===== src/rtl/iep_cfg.svh =====
// Register indices, field masks and codes of the interrupt controller
`ifndef IEP_CFG_SVH
`define IEP_CFG_SVH

// ----------------------------------------------------------------
// Register indices (byte address is four times the index)
// ----------------------------------------------------------------
`define IEP_IDX_FLAGS     8'ha0
`define IEP_IDX_SEL_LO    8'ha4
`define IEP_IDX_SEL_HI    8'ha5
`define IEP_IDX_EN_FIRST  8'ha8
`define IEP_IDX_EN_SECOND 8'ha9
`define IEP_IDX_EN_THIRD  8'haa
`define IEP_IDX_EN_FOURTH 8'hab
`define IEP_IDX_PRIO_LO   8'hb8
`define IEP_IDX_PRIO_HI   8'hf8
`define IEP_IDX_IRQ_STAT  8'hc0
`define IEP_IDX_IRQ_CLR   8'hc1
`define IEP_IDX_IRQ_EN    8'hc2

// ----------------------------------------------------------------
// Writable bit masks and reset value
// ----------------------------------------------------------------
`define IEP_MASK_EN_FIRST  8'hbf
`define IEP_MASK_EN_SECOND 8'h0d
`define IEP_MASK_EN_THIRD  8'h37
`define IEP_MASK_EN_FOURTH 8'h18
`define IEP_MASK_PRIO      8'h3f
`define IEP_MASK_FLAGS     8'h3f
`define IEP_MASK_SEL_LO    8'hff
`define IEP_MASK_SEL_HI    8'h0f
`define IEP_MASK_IRQ       8'h7f
`define IEP_RST_BYTE       8'h00

// ----------------------------------------------------------------
// Field positions
// ----------------------------------------------------------------
`define IEP_BIT_GLOBAL     7
`define IEP_BIT_ADC        0
`define IEP_BIT_LINE_RX    2
`define IEP_BIT_LINE_TX    3
`define IEP_BIT_TMR0       0
`define IEP_BIT_TMR1       1
`define IEP_BIT_SIREN      2
`define IEP_BIT_SER_RX     4
`define IEP_BIT_SER_TX     5
`define IEP_BIT_WDOG       3
`define IEP_BIT_INTERVAL   4
`define IEP_SRC_ADC        6
`define IEP_SRC_LINE_RX    8
`define IEP_SRC_LINE_TX    9
`define IEP_SRC_TMR0       12
`define IEP_SRC_TMR1       13
`define IEP_SRC_SIREN      14
`define IEP_SRC_SER_RX     16
`define IEP_SRC_SER_TX     17
`define IEP_SRC_WDOG       21
`define IEP_SRC_INTERVAL   22

// ----------------------------------------------------------------
// Edge selector codes and bus codes
// ----------------------------------------------------------------
`define IEP_EDGE_NONE      2'h0
`define IEP_EDGE_RISE      2'h1
`define IEP_EDGE_FALL      2'h2
`define IEP_EDGE_BOTH      2'h3
`define IEP_HSIZE_WORD     3'h2
`define IEP_HRESP_OKAY     1'h0

`endif


===== src/rtl/iep_pkg.sv =====
// Types shared by the interrupt controller modules
package iep_pkg;

	// ----------------------------------------------------------------
	// Bus slave states
	// ----------------------------------------------------------------
	typedef enum logic [1:0] {
		IEP_ST_IDLE  = 2'b00,
		IEP_ST_WRITE = 2'b01,
		IEP_ST_READ  = 2'b10,
		IEP_ST_RDONE = 2'b11
	} iep_bus_st_t;

	typedef logic [7:0] iep_byte_t;

endpackage


===== src/rtl/iep_edge_if.sv =====
// Edge selector and edge hit signals between controller and detector
`timescale 1ns/1ps
interface iep_edge_if;
	logic [11:0] sel;
	logic [5:0]  hit;
	modport det (input sel, output hit);
	modport ctl (output sel, input hit);
endinterface


===== src/rtl/iep_edge_detect.sv =====
// Synchroniser and edge detector for the six external inputs
`timescale 1ns/1ps
`include "iep_cfg.svh"
module iep_edge_detect #(
	parameter int NEXT = 6
) (
	input  wire logic            clk,
	input  wire logic            nrst,
	input  wire logic [NEXT-1:0] ext_pin,
	iep_edge_if.det              edge_bus
);

	generate
		if (NEXT != 6) begin : g_chk
			$error("iep_edge_detect serves exactly six inputs");
		end
	endgenerate

	logic [NEXT-1:0] sync1_reg, sync2_reg, prev_reg, hit_reg;
	logic [NEXT-1:0] hit_next;

	// ----------------------------------------------------------------
	// Edge selection
	// ----------------------------------------------------------------
	always_comb begin
		for (int i = 0; i < NEXT; i++) begin
			case (edge_bus.sel[2*i +: 2])
				`IEP_EDGE_RISE: hit_next[i] = sync2_reg[i] & ~prev_reg[i];
				`IEP_EDGE_FALL: hit_next[i] = ~sync2_reg[i] & prev_reg[i];
				`IEP_EDGE_BOTH: hit_next[i] = sync2_reg[i] ^ prev_reg[i];
				default:        hit_next[i] = 1'b0;
			endcase
		end
	end

	// ----------------------------------------------------------------
	// Two-flop sync, history and hit register
	// ----------------------------------------------------------------
	always_ff @(posedge clk or negedge nrst) begin
		if (!nrst) begin
			sync1_reg <= '0;
			sync2_reg <= '0;
			prev_reg  <= '0;
			hit_reg   <= '0;
		end else begin
			sync1_reg <= ext_pin;
			sync2_reg <= sync1_reg;
			prev_reg  <= sync2_reg;
			hit_reg   <= hit_next;
		end
	end

	assign edge_bus.hit = hit_reg;

endmodule


===== src/rtl/iep_irq_ctrl.sv =====
// Interrupt enable, priority and external edge controller with AHB-Lite slave
//
// The AHB-Lite register port was left to the implementer.
`timescale 1ns/1ps
`include "iep_cfg.svh"
module iep_irq_ctrl #(
	parameter int NSRC = 24,
	parameter int NGRP = 6
) (
	input  wire logic        clk,
	input  wire logic        nrst,
	input  wire logic        hsel,
	input  wire logic [31:0] haddr,
	input  wire logic [1:0]  htrans,
	input  wire logic        hwrite,
	input  wire logic [2:0]  hsize,
	input  wire logic [31:0] hwdata,
	input  wire logic        hready,
	output logic      [31:0] hrdata,
	output logic             hreadyout,
	output logic             hresp,
	input  wire logic [5:0]  ext_pin,
	input  wire logic [23:0] periph_evt,
	input  wire logic        irq_ack,
	output logic             irq_req,
	output logic      [4:0]  irq_src_id,
	output logic      [1:0]  irq_level,
	output logic             irq_out
);

	generate
		if (NSRC != 24 || NGRP * 4 != NSRC) begin : g_chk
			$error("iep_irq_ctrl serves 24 sources in groups of four");
		end
	endgenerate

	// ----------------------------------------------------------------
	// Functions
	// ----------------------------------------------------------------
	function automatic iep_pkg::iep_byte_t addr_index(input logic [31:0] a);
		return a[9:2];
	endfunction

	function automatic logic [7:0] pick_winner(input logic [23:0] act,
		input logic [5:0] plo, input logic [5:0] phi);
		logic       found;
		logic [1:0] best;
		logic [1:0] lvl;
		logic [4:0] id;
		found = 1'b0;
		best  = 2'h0;
		id    = 5'h0;
		for (int i = 23; i >= 0; i--) begin
			lvl = {phi[i / 4], plo[i / 4]};
			if (act[i] && (!found || lvl >= best)) begin
				found = 1'b1;
				best  = lvl;
				id    = 5'(i);
			end
		end
		return {found, best, id};
	endfunction

	// ----------------------------------------------------------------
	// State
	// ----------------------------------------------------------------
	iep_pkg::iep_bus_st_t st_reg, st_next;
	iep_pkg::iep_byte_t   idx_reg, idx_next;
	logic        hready_reg, hready_next;
	logic [31:0] hrdata_reg, hrdata_next;
	logic        hresp_reg;

	iep_pkg::iep_byte_t en1_reg, en1_next;
	iep_pkg::iep_byte_t en2_reg, en2_next;
	iep_pkg::iep_byte_t en3_reg, en3_next;
	iep_pkg::iep_byte_t en4_reg, en4_next;
	iep_pkg::iep_byte_t plo_reg, plo_next;
	iep_pkg::iep_byte_t phi_reg, phi_next;
	iep_pkg::iep_byte_t sel0_reg, sel0_next;
	iep_pkg::iep_byte_t sel1_reg, sel1_next;
	iep_pkg::iep_byte_t ien_reg, ien_next;

	logic [5:0]  ext_reg, ext_next;
	logic [17:0] src_reg, src_next;
	logic [6:0]  stat_reg, stat_next;

	logic       req_reg, req_next;
	logic [4:0] id_reg, id_next;
	logic [1:0] lvl_reg, lvl_next;
	logic       irq_out_reg, irq_out_next;

	logic        addr_ok;
	logic        wr_commit;
	logic [7:0]  wbyte;
	logic [23:0] ack_clr;
	logic [23:0] pend;
	logic [23:0] en_vec;
	logic [23:0] act;
	logic [7:0]  win;

	iep_edge_if edge_bus ();

	// ----------------------------------------------------------------
	// External edge detector
	// ----------------------------------------------------------------
	assign edge_bus.sel = {sel1_reg[3:0], sel0_reg};

	iep_edge_detect #(
		.NEXT (6)
	) u_edge (
		.clk      (clk),
		.nrst     (nrst),
		.ext_pin  (ext_pin),
		.edge_bus (edge_bus)
	);

	// ----------------------------------------------------------------
	// Bus slave
	// ----------------------------------------------------------------
	assign addr_ok   = hsel && htrans[1] && hready && hsize == `IEP_HSIZE_WORD;
	assign wr_commit = st_reg == iep_pkg::IEP_ST_WRITE;
	assign wbyte     = hwdata[7:0];

	always_comb begin
		st_next     = st_reg;
		idx_next    = idx_reg;
		hready_next = 1'b1;
		hrdata_next = hrdata_reg;
		case (st_reg)
			iep_pkg::IEP_ST_READ: begin
				hrdata_next = 32'h0;
				case (idx_reg)
					`IEP_IDX_FLAGS:     hrdata_next[7:0] = {2'h0, ext_reg};
					`IEP_IDX_SEL_LO:    hrdata_next[7:0] = sel0_reg;
					`IEP_IDX_SEL_HI:    hrdata_next[7:0] = sel1_reg;
					`IEP_IDX_EN_FIRST:  hrdata_next[7:0] = en1_reg;
					`IEP_IDX_EN_SECOND: hrdata_next[7:0] = en2_reg;
					`IEP_IDX_EN_THIRD:  hrdata_next[7:0] = en3_reg;
					`IEP_IDX_EN_FOURTH: hrdata_next[7:0] = en4_reg;
					`IEP_IDX_PRIO_LO:   hrdata_next[7:0] = plo_reg;
					`IEP_IDX_PRIO_HI:   hrdata_next[7:0] = phi_reg;
					`IEP_IDX_IRQ_STAT:  hrdata_next[7:0] = {1'b0, stat_reg};
					`IEP_IDX_IRQ_EN:    hrdata_next[7:0] = ien_reg;
					default:            hrdata_next[7:0] = `IEP_RST_BYTE;
				endcase
				st_next = iep_pkg::IEP_ST_RDONE;
			end
			iep_pkg::IEP_ST_IDLE, iep_pkg::IEP_ST_WRITE, iep_pkg::IEP_ST_RDONE: begin
				if (addr_ok) begin
					idx_next = addr_index(haddr);
					if (hwrite) begin
						st_next = iep_pkg::IEP_ST_WRITE;
					end else begin
						st_next     = iep_pkg::IEP_ST_READ;
						hready_next = 1'b0;
					end
				end else begin
					st_next = iep_pkg::IEP_ST_IDLE;
				end
			end
			default: begin
				st_next = iep_pkg::IEP_ST_IDLE;
			end
		endcase
	end

	always_ff @(posedge clk or negedge nrst) begin
		if (!nrst) begin
			st_reg     <= iep_pkg::IEP_ST_IDLE;
			idx_reg    <= `IEP_RST_BYTE;
			hready_reg <= 1'b1;
			hrdata_reg <= 32'h0;
			hresp_reg  <= `IEP_HRESP_OKAY;
		end else begin
			st_reg     <= st_next;
			idx_reg    <= idx_next;
			hready_reg <= hready_next;
			hrdata_reg <= hrdata_next;
			hresp_reg  <= `IEP_HRESP_OKAY;
		end
	end

	// ----------------------------------------------------------------
	// Configuration registers
	// ----------------------------------------------------------------
	always_comb begin
		en1_next  = en1_reg;
		en2_next  = en2_reg;
		en3_next  = en3_reg;
		en4_next  = en4_reg;
		plo_next  = plo_reg;
		phi_next  = phi_reg;
		sel0_next = sel0_reg;
		sel1_next = sel1_reg;
		ien_next  = ien_reg;
		if (wr_commit) begin
			case (idx_reg)
				`IEP_IDX_EN_FIRST:  en1_next  = wbyte & `IEP_MASK_EN_FIRST;
				`IEP_IDX_EN_SECOND: en2_next  = wbyte & `IEP_MASK_EN_SECOND;
				`IEP_IDX_EN_THIRD:  en3_next  = wbyte & `IEP_MASK_EN_THIRD;
				`IEP_IDX_EN_FOURTH: en4_next  = wbyte & `IEP_MASK_EN_FOURTH;
				`IEP_IDX_PRIO_LO:   plo_next  = wbyte & `IEP_MASK_PRIO;
				`IEP_IDX_PRIO_HI:   phi_next  = wbyte & `IEP_MASK_PRIO;
				`IEP_IDX_SEL_LO:    sel0_next = wbyte & `IEP_MASK_SEL_LO;
				`IEP_IDX_SEL_HI:    sel1_next = wbyte & `IEP_MASK_SEL_HI;
				`IEP_IDX_IRQ_EN:    ien_next  = wbyte & `IEP_MASK_IRQ;
				default:            ien_next  = ien_reg;
			endcase
		end
	end

	always_ff @(posedge clk or negedge nrst) begin
		if (!nrst) begin
			en1_reg  <= `IEP_RST_BYTE;
			en2_reg  <= `IEP_RST_BYTE;
			en3_reg  <= `IEP_RST_BYTE;
			en4_reg  <= `IEP_RST_BYTE;
			plo_reg  <= `IEP_RST_BYTE;
			phi_reg  <= `IEP_RST_BYTE;
			sel0_reg <= `IEP_RST_BYTE;
			sel1_reg <= `IEP_RST_BYTE;
			ien_reg  <= `IEP_RST_BYTE;
		end else begin
			en1_reg  <= en1_next;
			en2_reg  <= en2_next;
			en3_reg  <= en3_next;
			en4_reg  <= en4_next;
			plo_reg  <= plo_next;
			phi_reg  <= phi_next;
			sel0_reg <= sel0_next;
			sel1_reg <= sel1_next;
			ien_reg  <= ien_next;
		end
	end

	// ----------------------------------------------------------------
	// Pending flags and event status
	// ----------------------------------------------------------------
	assign ack_clr = irq_ack ? (24'h000001 << id_reg) : 24'h000000;
	assign pend    = {src_reg, ext_reg};

	always_comb begin
		ext_next  = ext_reg & ~ack_clr[5:0];
		src_next  = src_reg & ~ack_clr[23:6];
		stat_next = stat_reg;
		if (wr_commit && idx_reg == `IEP_IDX_FLAGS) begin
			ext_next = ext_next & wbyte[5:0];
		end
		if (wr_commit && idx_reg == `IEP_IDX_IRQ_CLR) begin
			stat_next = stat_reg & ~wbyte[6:0];
		end
		ext_next  = ext_next | edge_bus.hit;
		src_next  = src_next | periph_evt[23:6];
		stat_next = stat_next | {irq_ack, edge_bus.hit};
	end

	always_ff @(posedge clk or negedge nrst) begin
		if (!nrst) begin
			ext_reg  <= 6'h00;
			src_reg  <= 18'h00000;
			stat_reg <= 7'h00;
		end else begin
			ext_reg  <= ext_next;
			src_reg  <= src_next;
			stat_reg <= stat_next;
		end
	end

	// ----------------------------------------------------------------
	// Enable vector and request selection
	// ----------------------------------------------------------------
	always_comb begin
		en_vec                    = 24'h000000;
		en_vec[5:0]               = en1_reg[5:0];
		en_vec[`IEP_SRC_ADC]      = en2_reg[`IEP_BIT_ADC];
		en_vec[`IEP_SRC_LINE_RX]  = en2_reg[`IEP_BIT_LINE_RX];
		en_vec[`IEP_SRC_LINE_TX]  = en2_reg[`IEP_BIT_LINE_TX];
		en_vec[`IEP_SRC_TMR0]     = en3_reg[`IEP_BIT_TMR0];
		en_vec[`IEP_SRC_TMR1]     = en3_reg[`IEP_BIT_TMR1];
		en_vec[`IEP_SRC_SIREN]    = en3_reg[`IEP_BIT_SIREN];
		en_vec[`IEP_SRC_SER_RX]   = en3_reg[`IEP_BIT_SER_RX];
		en_vec[`IEP_SRC_SER_TX]   = en3_reg[`IEP_BIT_SER_TX];
		en_vec[`IEP_SRC_WDOG]     = en4_reg[`IEP_BIT_WDOG];
		en_vec[`IEP_SRC_INTERVAL] = en4_reg[`IEP_BIT_INTERVAL];
	end

	assign act = pend & en_vec & {24{en1_reg[`IEP_BIT_GLOBAL]}};
	assign win = pick_winner(act, plo_reg[5:0], phi_reg[5:0]);

	always_comb begin
		req_next     = win[7];
		lvl_next     = win[6:5];
		id_next      = win[4:0];
		irq_out_next = |(stat_reg & ien_reg[6:0]);
		if (!win[7]) begin
			lvl_next = lvl_reg;
			id_next  = id_reg;
		end
	end

	always_ff @(posedge clk or negedge nrst) begin
		if (!nrst) begin
			req_reg     <= 1'b0;
			id_reg      <= 5'h00;
			lvl_reg     <= 2'h0;
			irq_out_reg <= 1'b0;
		end else begin
			req_reg     <= req_next;
			id_reg      <= id_next;
			lvl_reg     <= lvl_next;
			irq_out_reg <= irq_out_next;
		end
	end

	// ----------------------------------------------------------------
	// Outputs
	// ----------------------------------------------------------------
	assign hrdata     = hrdata_reg;
	assign hreadyout  = hready_reg;
	assign hresp      = hresp_reg;
	assign irq_req    = req_reg;
	assign irq_src_id = id_reg;
	assign irq_level  = lvl_reg;
	assign irq_out    = irq_out_reg;

endmodule


===== config.mk =====
export PLATFORM = sky130hd
export DESIGN_NAME = iep_irq_ctrl
export DESIGN_NICKNAME = d
export VERILOG_FILES = /design/src/rtl/iep_pkg.sv /design/src/rtl/iep_edge_if.sv /design/src/rtl/iep_edge_detect.sv /design/src/rtl/iep_irq_ctrl.sv
export VERILOG_INCLUDE_DIRS = /design/src /design/src/rtl
export SDC_FILE = /design/constraint.sdc
export NUM_CORES = 1
export LEC_CHECK = 0
export ABC_AREA = 1
export ABC_CLOCK_PERIOD_IN_PS = 16400
export BUFFER_PORTS_ARGS = -buffer_cell sky130_fd_sc_hd__buf_4
export CAP_MARGIN = 15
export CORE_UTILIZATION = 55
export DETAILED_ROUTE_END_ITERATION = 8
export PLACE_DENSITY_LB_ADDON = 0.2
export SLEW_MARGIN = 20
export SYNTH_ARGS = -nofsm -noshare
export SYNTH_HDL_FRONTEND = slang
export SYNTH_HIERARCHICAL = 1
export SYNTH_SLANG_ARGS = --single-unit

===== constraint.sdc =====
create_clock -name clk -period 16.4 [get_ports clk]
set_clock_uncertainty 0.05 [all_clocks]
set_input_delay 0.82 -clock clk [delete_from_list [all_inputs] [get_ports clk]]
set_output_delay 0.82 -clock clk [all_outputs]
set_load 0.01 [all_outputs]

== Word-level counts from Yosys, hierarchy flattened ==
Cells that the tools add are included.

* Input bits: 105
* Register bits: 131
* Output and inout port bits: 43

* Mux-type cells: 88
* Equal/unequal tests: 34
* Reduce and logical (&&, ||, !) cells: 87
* $lt $le $gt $ge: 23
* Shift-type cells: 1
* Bitwise operators: 43

{| class="wikitable"
|+ Operators by type and width
! cell !! count
|-
| $mux 5 || 24
|-
| $eq 8x8->1 const B || 12
|-
| $pmux 8 s11 || 1
|-
| $mux 2 || 26
|-
| $ge 2x2->1 || 23
|-
| $eq 2x2->1 const B || 14
|-
| $logic_and 1x1->1 || 28
|-
| $mux 1 || 27
|-
| $and 24x23->24 || 1
|-
| $and 24x24->24 || 1
|-
| $mux 24 || 1
|-
| $shl 1x5->24 const A || 1
|-
| $logic_not 1->1 || 23
|-
| $logic_or 1x1->1 || 23
|-
| $reduce_and 2->1 || 10
|-
| $and 18x18->18 || 1
|-
| $not 18->18 || 1
|-
| $or 18x18->18 || 1
|-
| $pmux 1 s3 || 6
|-
| $and 7x7->7 || 2
|-
| $eq 2x1->1 const B || 7
|-
| $and 1x1->1 || 12
|-
| $and 6x6->6 || 2
|-
| $not 1->1 || 12
|-
| other kinds (12) || 17
|}

== Depth between registers and ports, before layout ==
* Word-level depth: 95
* Mapped depth: 119
* Mapped depth without buffers: 118

== By module ==
Netlist, hierarchy kept.

{| class="wikitable"
|+ Modules (own cells, without submodules)
! module !! area an instance (um^2) !! cells each !! times used
|-
| iep_irq_ctrl || 5947.0 || 775 || 1
|-
| iep_edge_detect || 983.4 || 90 || 1
|}

== Least setup slack after synthesis ==
OpenSTA, ideal clock, no wires.

* Path kind: flip-flop to flip-flop
* Start point: register en1_reg[7]
* End point: register id_reg[4] (netlist: irq_src_id[4])
* Stages on the path, launching flop included: 109
* Period minus slack after synthesis: 12.267 ns
* Data arrival time: 12.141 ns
* Slack: 4.133 ns
* Path buffers: 1
* Cell sequence: dfrtp_1 -> buf_6 -> nand3_4 -> nand2_4 -> inv_1 -> nor2_1 -> ha_1 -> nor2_1 -> a21boi_0 -> o21ai_0 -> o21ai_0 -> o21ai_0 -> inv_1 -> ha_1 -> o21ai_2 -> inv_2 -> o21bai_4 -> inv_1 -> [... 73 more ...] -> ha_1 -> inv_1 -> a21boi_0 -> o31ai_1 -> nand2_1 -> inv_1 -> nand3_2 -> nand2_2 -> ha_1 -> inv_1 -> nand2_1 -> a21oi_1 -> nand2_1 -> nand2_1 -> nand3_1 -> nor2_1 -> nand3_1 -> o21ai_1

* Word-level cells in the longest chain between the ends: 94
* Elaborated cells on any way between the ends: 164
* Classes of those cells: order compare (23); mux (71); bitwise (1); reduce/logical (69)

{| class="wikitable"
|+ Ends and longest elaborated chain
! what !! RTL line !! source
|-
| start, declared || iep_irq_ctrl.sv:73 || <nowiki>iep_pkg::iep_byte_t en1_reg, en1_next;</nowiki>
|-
| start signal, assigned || iep_irq_ctrl.sv:214 || <nowiki>en1_reg <= `IEP_RST_BYTE;</nowiki>
|-
| start signal, assigned || iep_irq_ctrl.sv:224 || <nowiki>en1_reg <= en1_next;</nowiki>
|-
| $and 24x24->24 * || iep_irq_ctrl.sv:287 || <nowiki>assign act = pend & en_vec & {24{en1_reg[`IEP_BIT_GLOBAL]}};</nowiki>
|-
| $mux 2 / $mux 1 (equally long branches) || iep_irq_ctrl.sv:55 || <nowiki>if (act[i] && (!found || lvl >= best)) begin</nowiki>
|-
| $ge 2x2->1 / $logic_not 1->1 (equally long branches) || iep_irq_ctrl.sv:55 ||
|-
| $logic_or 1x1->1 || iep_irq_ctrl.sv:55 ||
|-
| $logic_and 1x1->1 || iep_irq_ctrl.sv:55 ||
|-
| $mux 2 / $mux 1 (equally long branches) || iep_irq_ctrl.sv:55 ||
|-
| $ge 2x2->1 / $logic_not 1->1 (equally long branches) || iep_irq_ctrl.sv:55 ||
|-
| $logic_or 1x1->1 || iep_irq_ctrl.sv:55 ||
|-
| [... 78 more ...] || -- ||
|-
| $ge 2x2->1 / $logic_not 1->1 (equally long branches) || iep_irq_ctrl.sv:55 ||
|-
| $logic_or 1x1->1 || iep_irq_ctrl.sv:55 ||
|-
| $logic_and 1x1->1 || iep_irq_ctrl.sv:55 ||
|-
| $mux 2 / $mux 1 (equally long branches) || iep_irq_ctrl.sv:55 ||
|-
| $ge 2x2->1 / $logic_not 1->1 (equally long branches) || iep_irq_ctrl.sv:55 ||
|-
| $logic_or 1x1->1 || iep_irq_ctrl.sv:55 ||
|-
| $logic_and 1x1->1 || iep_irq_ctrl.sv:55 ||
|-
| $mux 5 / $mux 1 (equally long branches) || iep_irq_ctrl.sv:55 ||
|-
| end signal, assigned || iep_irq_ctrl.sv:309 || <nowiki>id_reg <= id_next;</nowiki>
|-
| end, declared || iep_irq_ctrl.sv:88 || <nowiki>logic [4:0] id_reg, id_next;</nowiki>
|}

Every way passes the cells marked *; elsewhere a longest branch is shown, timed or not.
A chain may end at the register's enable or synchronous reset.

== Worst setup path in the final report ==
Same ends and word-level chain as after synthesis.

==> results.ini <==
[run_status]
status = finished, final reports clean

[synthesis]
synth-seq-area-share_pct = 44.4
synth_edf_count = 0
synth_area_mm2 = 0.00693
syn_area_per_cell_um2 = 8.01
ys.flop_type = dfrtp_1
ys_async_sr_fraction_pct = 100
ys_ff_latch = 123
synthCells = 865
ys.warnings.count = 6
yosysUniqueCellTypes = 43

[cts]
ctsHoldBuffers = 0
cts_max_level = 4
clk_latency_ns = 0.41
cts_setup_buffers = 0
post_cts_resized = 0
cts_root_buf = clkbuf_16
clockBufferDepth = 2
cts_made_buffers = 17
clock-sinks = 123
cts_tree = done
clk_pin_slew_ns = 0.05

[final_layout]
syn2layout_area_growth_pct = 16.4
drive_gt1_share_pct = 14.6
nFillCells = 1043
fin_nets = 1068
antenna_cells = 0
largest_reg_flops = 10

[critical_path]
cp_max_fo = 17
critPathCaptureType = flip-flop
critPathRequiredTime_ns = 16.69
reg2reg_from = en1_reg[7]
cp_common_cell = nand2_1
crit_path_top_delay_cell = dfrtp_1
arrival_ns = 14.62
crit_start = en1_reg[7]
criticalPathCategory = reg -> reg
crit_path_start_kind = flip-flop
crit_path_max_incr_delay_ns = 0.78

[drt]
initialDrtViolationCount = 600
antenna_left = 0
post_drt_wl_per_cell_um = 15.5
drt-pass1-iter-count = 5
drcViolationCount = 0
via_per_inst = 5.35
wl_um = 17300
vias = 5966

[run]
drv_cap = 0

[pwr]
switching_share_pct = 25.2
cellLeakagePower_nw = 4.27
pwr-share-seq_pct = 41.1
comb_power_share_pct = 12.1
power.total_uw = 812
p_per_area_mw_per_mm2 = 101
power.switching_uw = 205
ir_drop_v = 0.0000846
pwr-share-clk_pct = 46.9
internal_power_uw = 607

[worst_hold_path]
min_from = u_edge/sync1_reg[5]
hold_path_class = reg -> reg

[timing]
maxSlewViolCount = 0
slew-limit-headroom_pct = 31.6
tightest_slew_ns = 1.02
rsz0062_at_grt = no
finalCritPeriodShare_pct = 87.4
fmax_mhz = 69.8
tns_ns = 0
min_period_ns = 14.33
hold_violations = 0
finalSetupViolCount = 0

[placement]
portBuffers = 59
dpl.hpwl_um = 12700
gp_congestion = 0.895

[global_route]
overflow = 0
grt_usage_pct = 28.7
grt_pass1_vias = 5563
grt_start_max_net_pins = 82
grt_pass1_wl_um = 28300
antenna_found_initial = 0

[floorplan]
chipHeight_um = 114
start_util_pct = 57.0
row_count = 40
core_area_mm2 = 0.0122
ioPinCount = 148
die_area_mm2 = 0.0131
die_w_um = 114

[placed cells by master, fill, tap and decap left out, types with 3 or more instances in the layout]
cell type  synthesis  final
a21o_1             3      3
a21oi_1            9      9
a221oi_1          10     10
a22o_1             6      6
a31oi_1            5      5
buf_4             25     60
bufinv_16          0      4
clkbuf_1           9      6
clkbuf_16          0     17
clkinv_2           0      5
conb_1             1     25
dfrtp_1          122    122
ha_1              29     29
inv_1            146    146
inv_2              5      5
nand2_1          191    191
nand2_2           19     19
nand2_4            9      9
nand3_1           61     61
nand3_2            5      5
nand4_1            6      6
nor2_1            41     41
nor3_1            14     14
nor4_1             5      5
o21ai_0           91     91
o21ai_1            7      7
o21ai_2            5      5
o22ai_1            9      9
o31ai_1            8      8
[power by group through the flow]
stage / sequential [mW] / clock [mW] / combinational (mW)
after floorplan: 0.336 / 0 / 0.0624
after global placement: 0.337 / 0 / 0.0946
after detailed placement: 0.338 / 0 / 0.0962
after CTS: 0.333 / 0.383 / 0.0968
after global routing: 0.335 / 0.397 / 0.111
final: 0.334 / 0.380 / 0.0978
[critical path: cells and delay by family (launching register included)]
family,cells,cell delay (ns)
AO/OA/AOI/OAI,24,3.72
adder cells (fa/ha/maj),14,3.76
buffers and inverters,15,0.92
flip-flops,1,0.78
AND/OR/NAND/NOR,54,5.01
[metal layers]
layer  global-route usage (%)  up-vias  part of all wire [%]
met1                     40.0     2809                    45
met5                        0        -                     0
met4                     9.87        0                   2.0
li1                         -     2911                     -
met3                     6.30       26                   6.6
met2                     44.6      220                    46
[metrics by stage]
step | cell area [um2] | worst slack, ns | hold slack [ns] | util (%) | std cells
after global placement | 7450 | 2.29 | 0.281 | 61.2 | 1082
after detailed placement | 7450 | 2.14 | 0.286 | 61.2 | 1082
after floorplan | 7020 | 4.13 | 0.281 | - | 889
final | 8070 | 2.07 | 0.299 | 66.3 | 1115
after global routing | 8070 | 0.225 | 0.314 | 66.3 | 1115
after CTS | 8040 | 2.08 | 0.301 | 66.1 | 1114
[layout make-up]
| class | instances | area (um2) | area share, % |
|---|---|---|---|
| repair buffers | 61 | 478 | 5.92 |
| clock buffers | 23 | 448 | 5.55 |
| multi-input cells | 580 | 3140 | 38.9 |
| inverters | 151 | 567 | 7.02 |
| flip-flops and latches | 123 | 3080 | 38.2 |
| well taps | 168 | 210 | 2.61 |
| clock inverters | 9 | 145 | 1.80 |
[final timing paths]
path,slack [ns],depth (start not counted),to
worst min-delay path,0.30,0,u_edge/sync2_reg[5]
worst min register to register,0.30,0,u_edge/sync2_reg[5]
worst max-delay path,2.07,107,irq_src_id[4]
max in group asynchronous,14.84,3,irq_level[0]
worst max register to register,2.07,107,irq_src_id[4]
min in group asynchronous,0.34,1,hrdata[7]
[cell usage after synthesis (6+ instances only)]
master,n,area share [%]
nand2_1,191,10
inv_1,146,7.9
dfrtp_1,122,44
o21ai_0,91,6.6
nand3_1,61,4.4
nor2_1,41,2.2
ha_1,29,5.2
buf_4,25,2.7
nand2_2,19,1.7
nor3_1,14,1.0
a221oi_1,10,1.3
a21oi_1,9,0.65
clkbuf_1,9,0.49
nand2_4,9,1.5
o22ai_1,9,0.81
o31ai_1,8,0.87
o21ai_1,7,0.51
a22o_1,6,0.76
nand4_1,6,0.54
[cells by family after synthesis]
kind of cell / Yosys count / synth area share (%)
other: 1 / 0.0541
buffers and inverters: 186 / 11.5
AOI/OAI and AO/OA: 166 / 14.5
adders and majority gates: 29 / 5.24
and+or+nand+nor: 358 / 23.9
muxes: 2 / 0.325
DFF: 123 / 44.4
(Power assumes the default switching activity.)
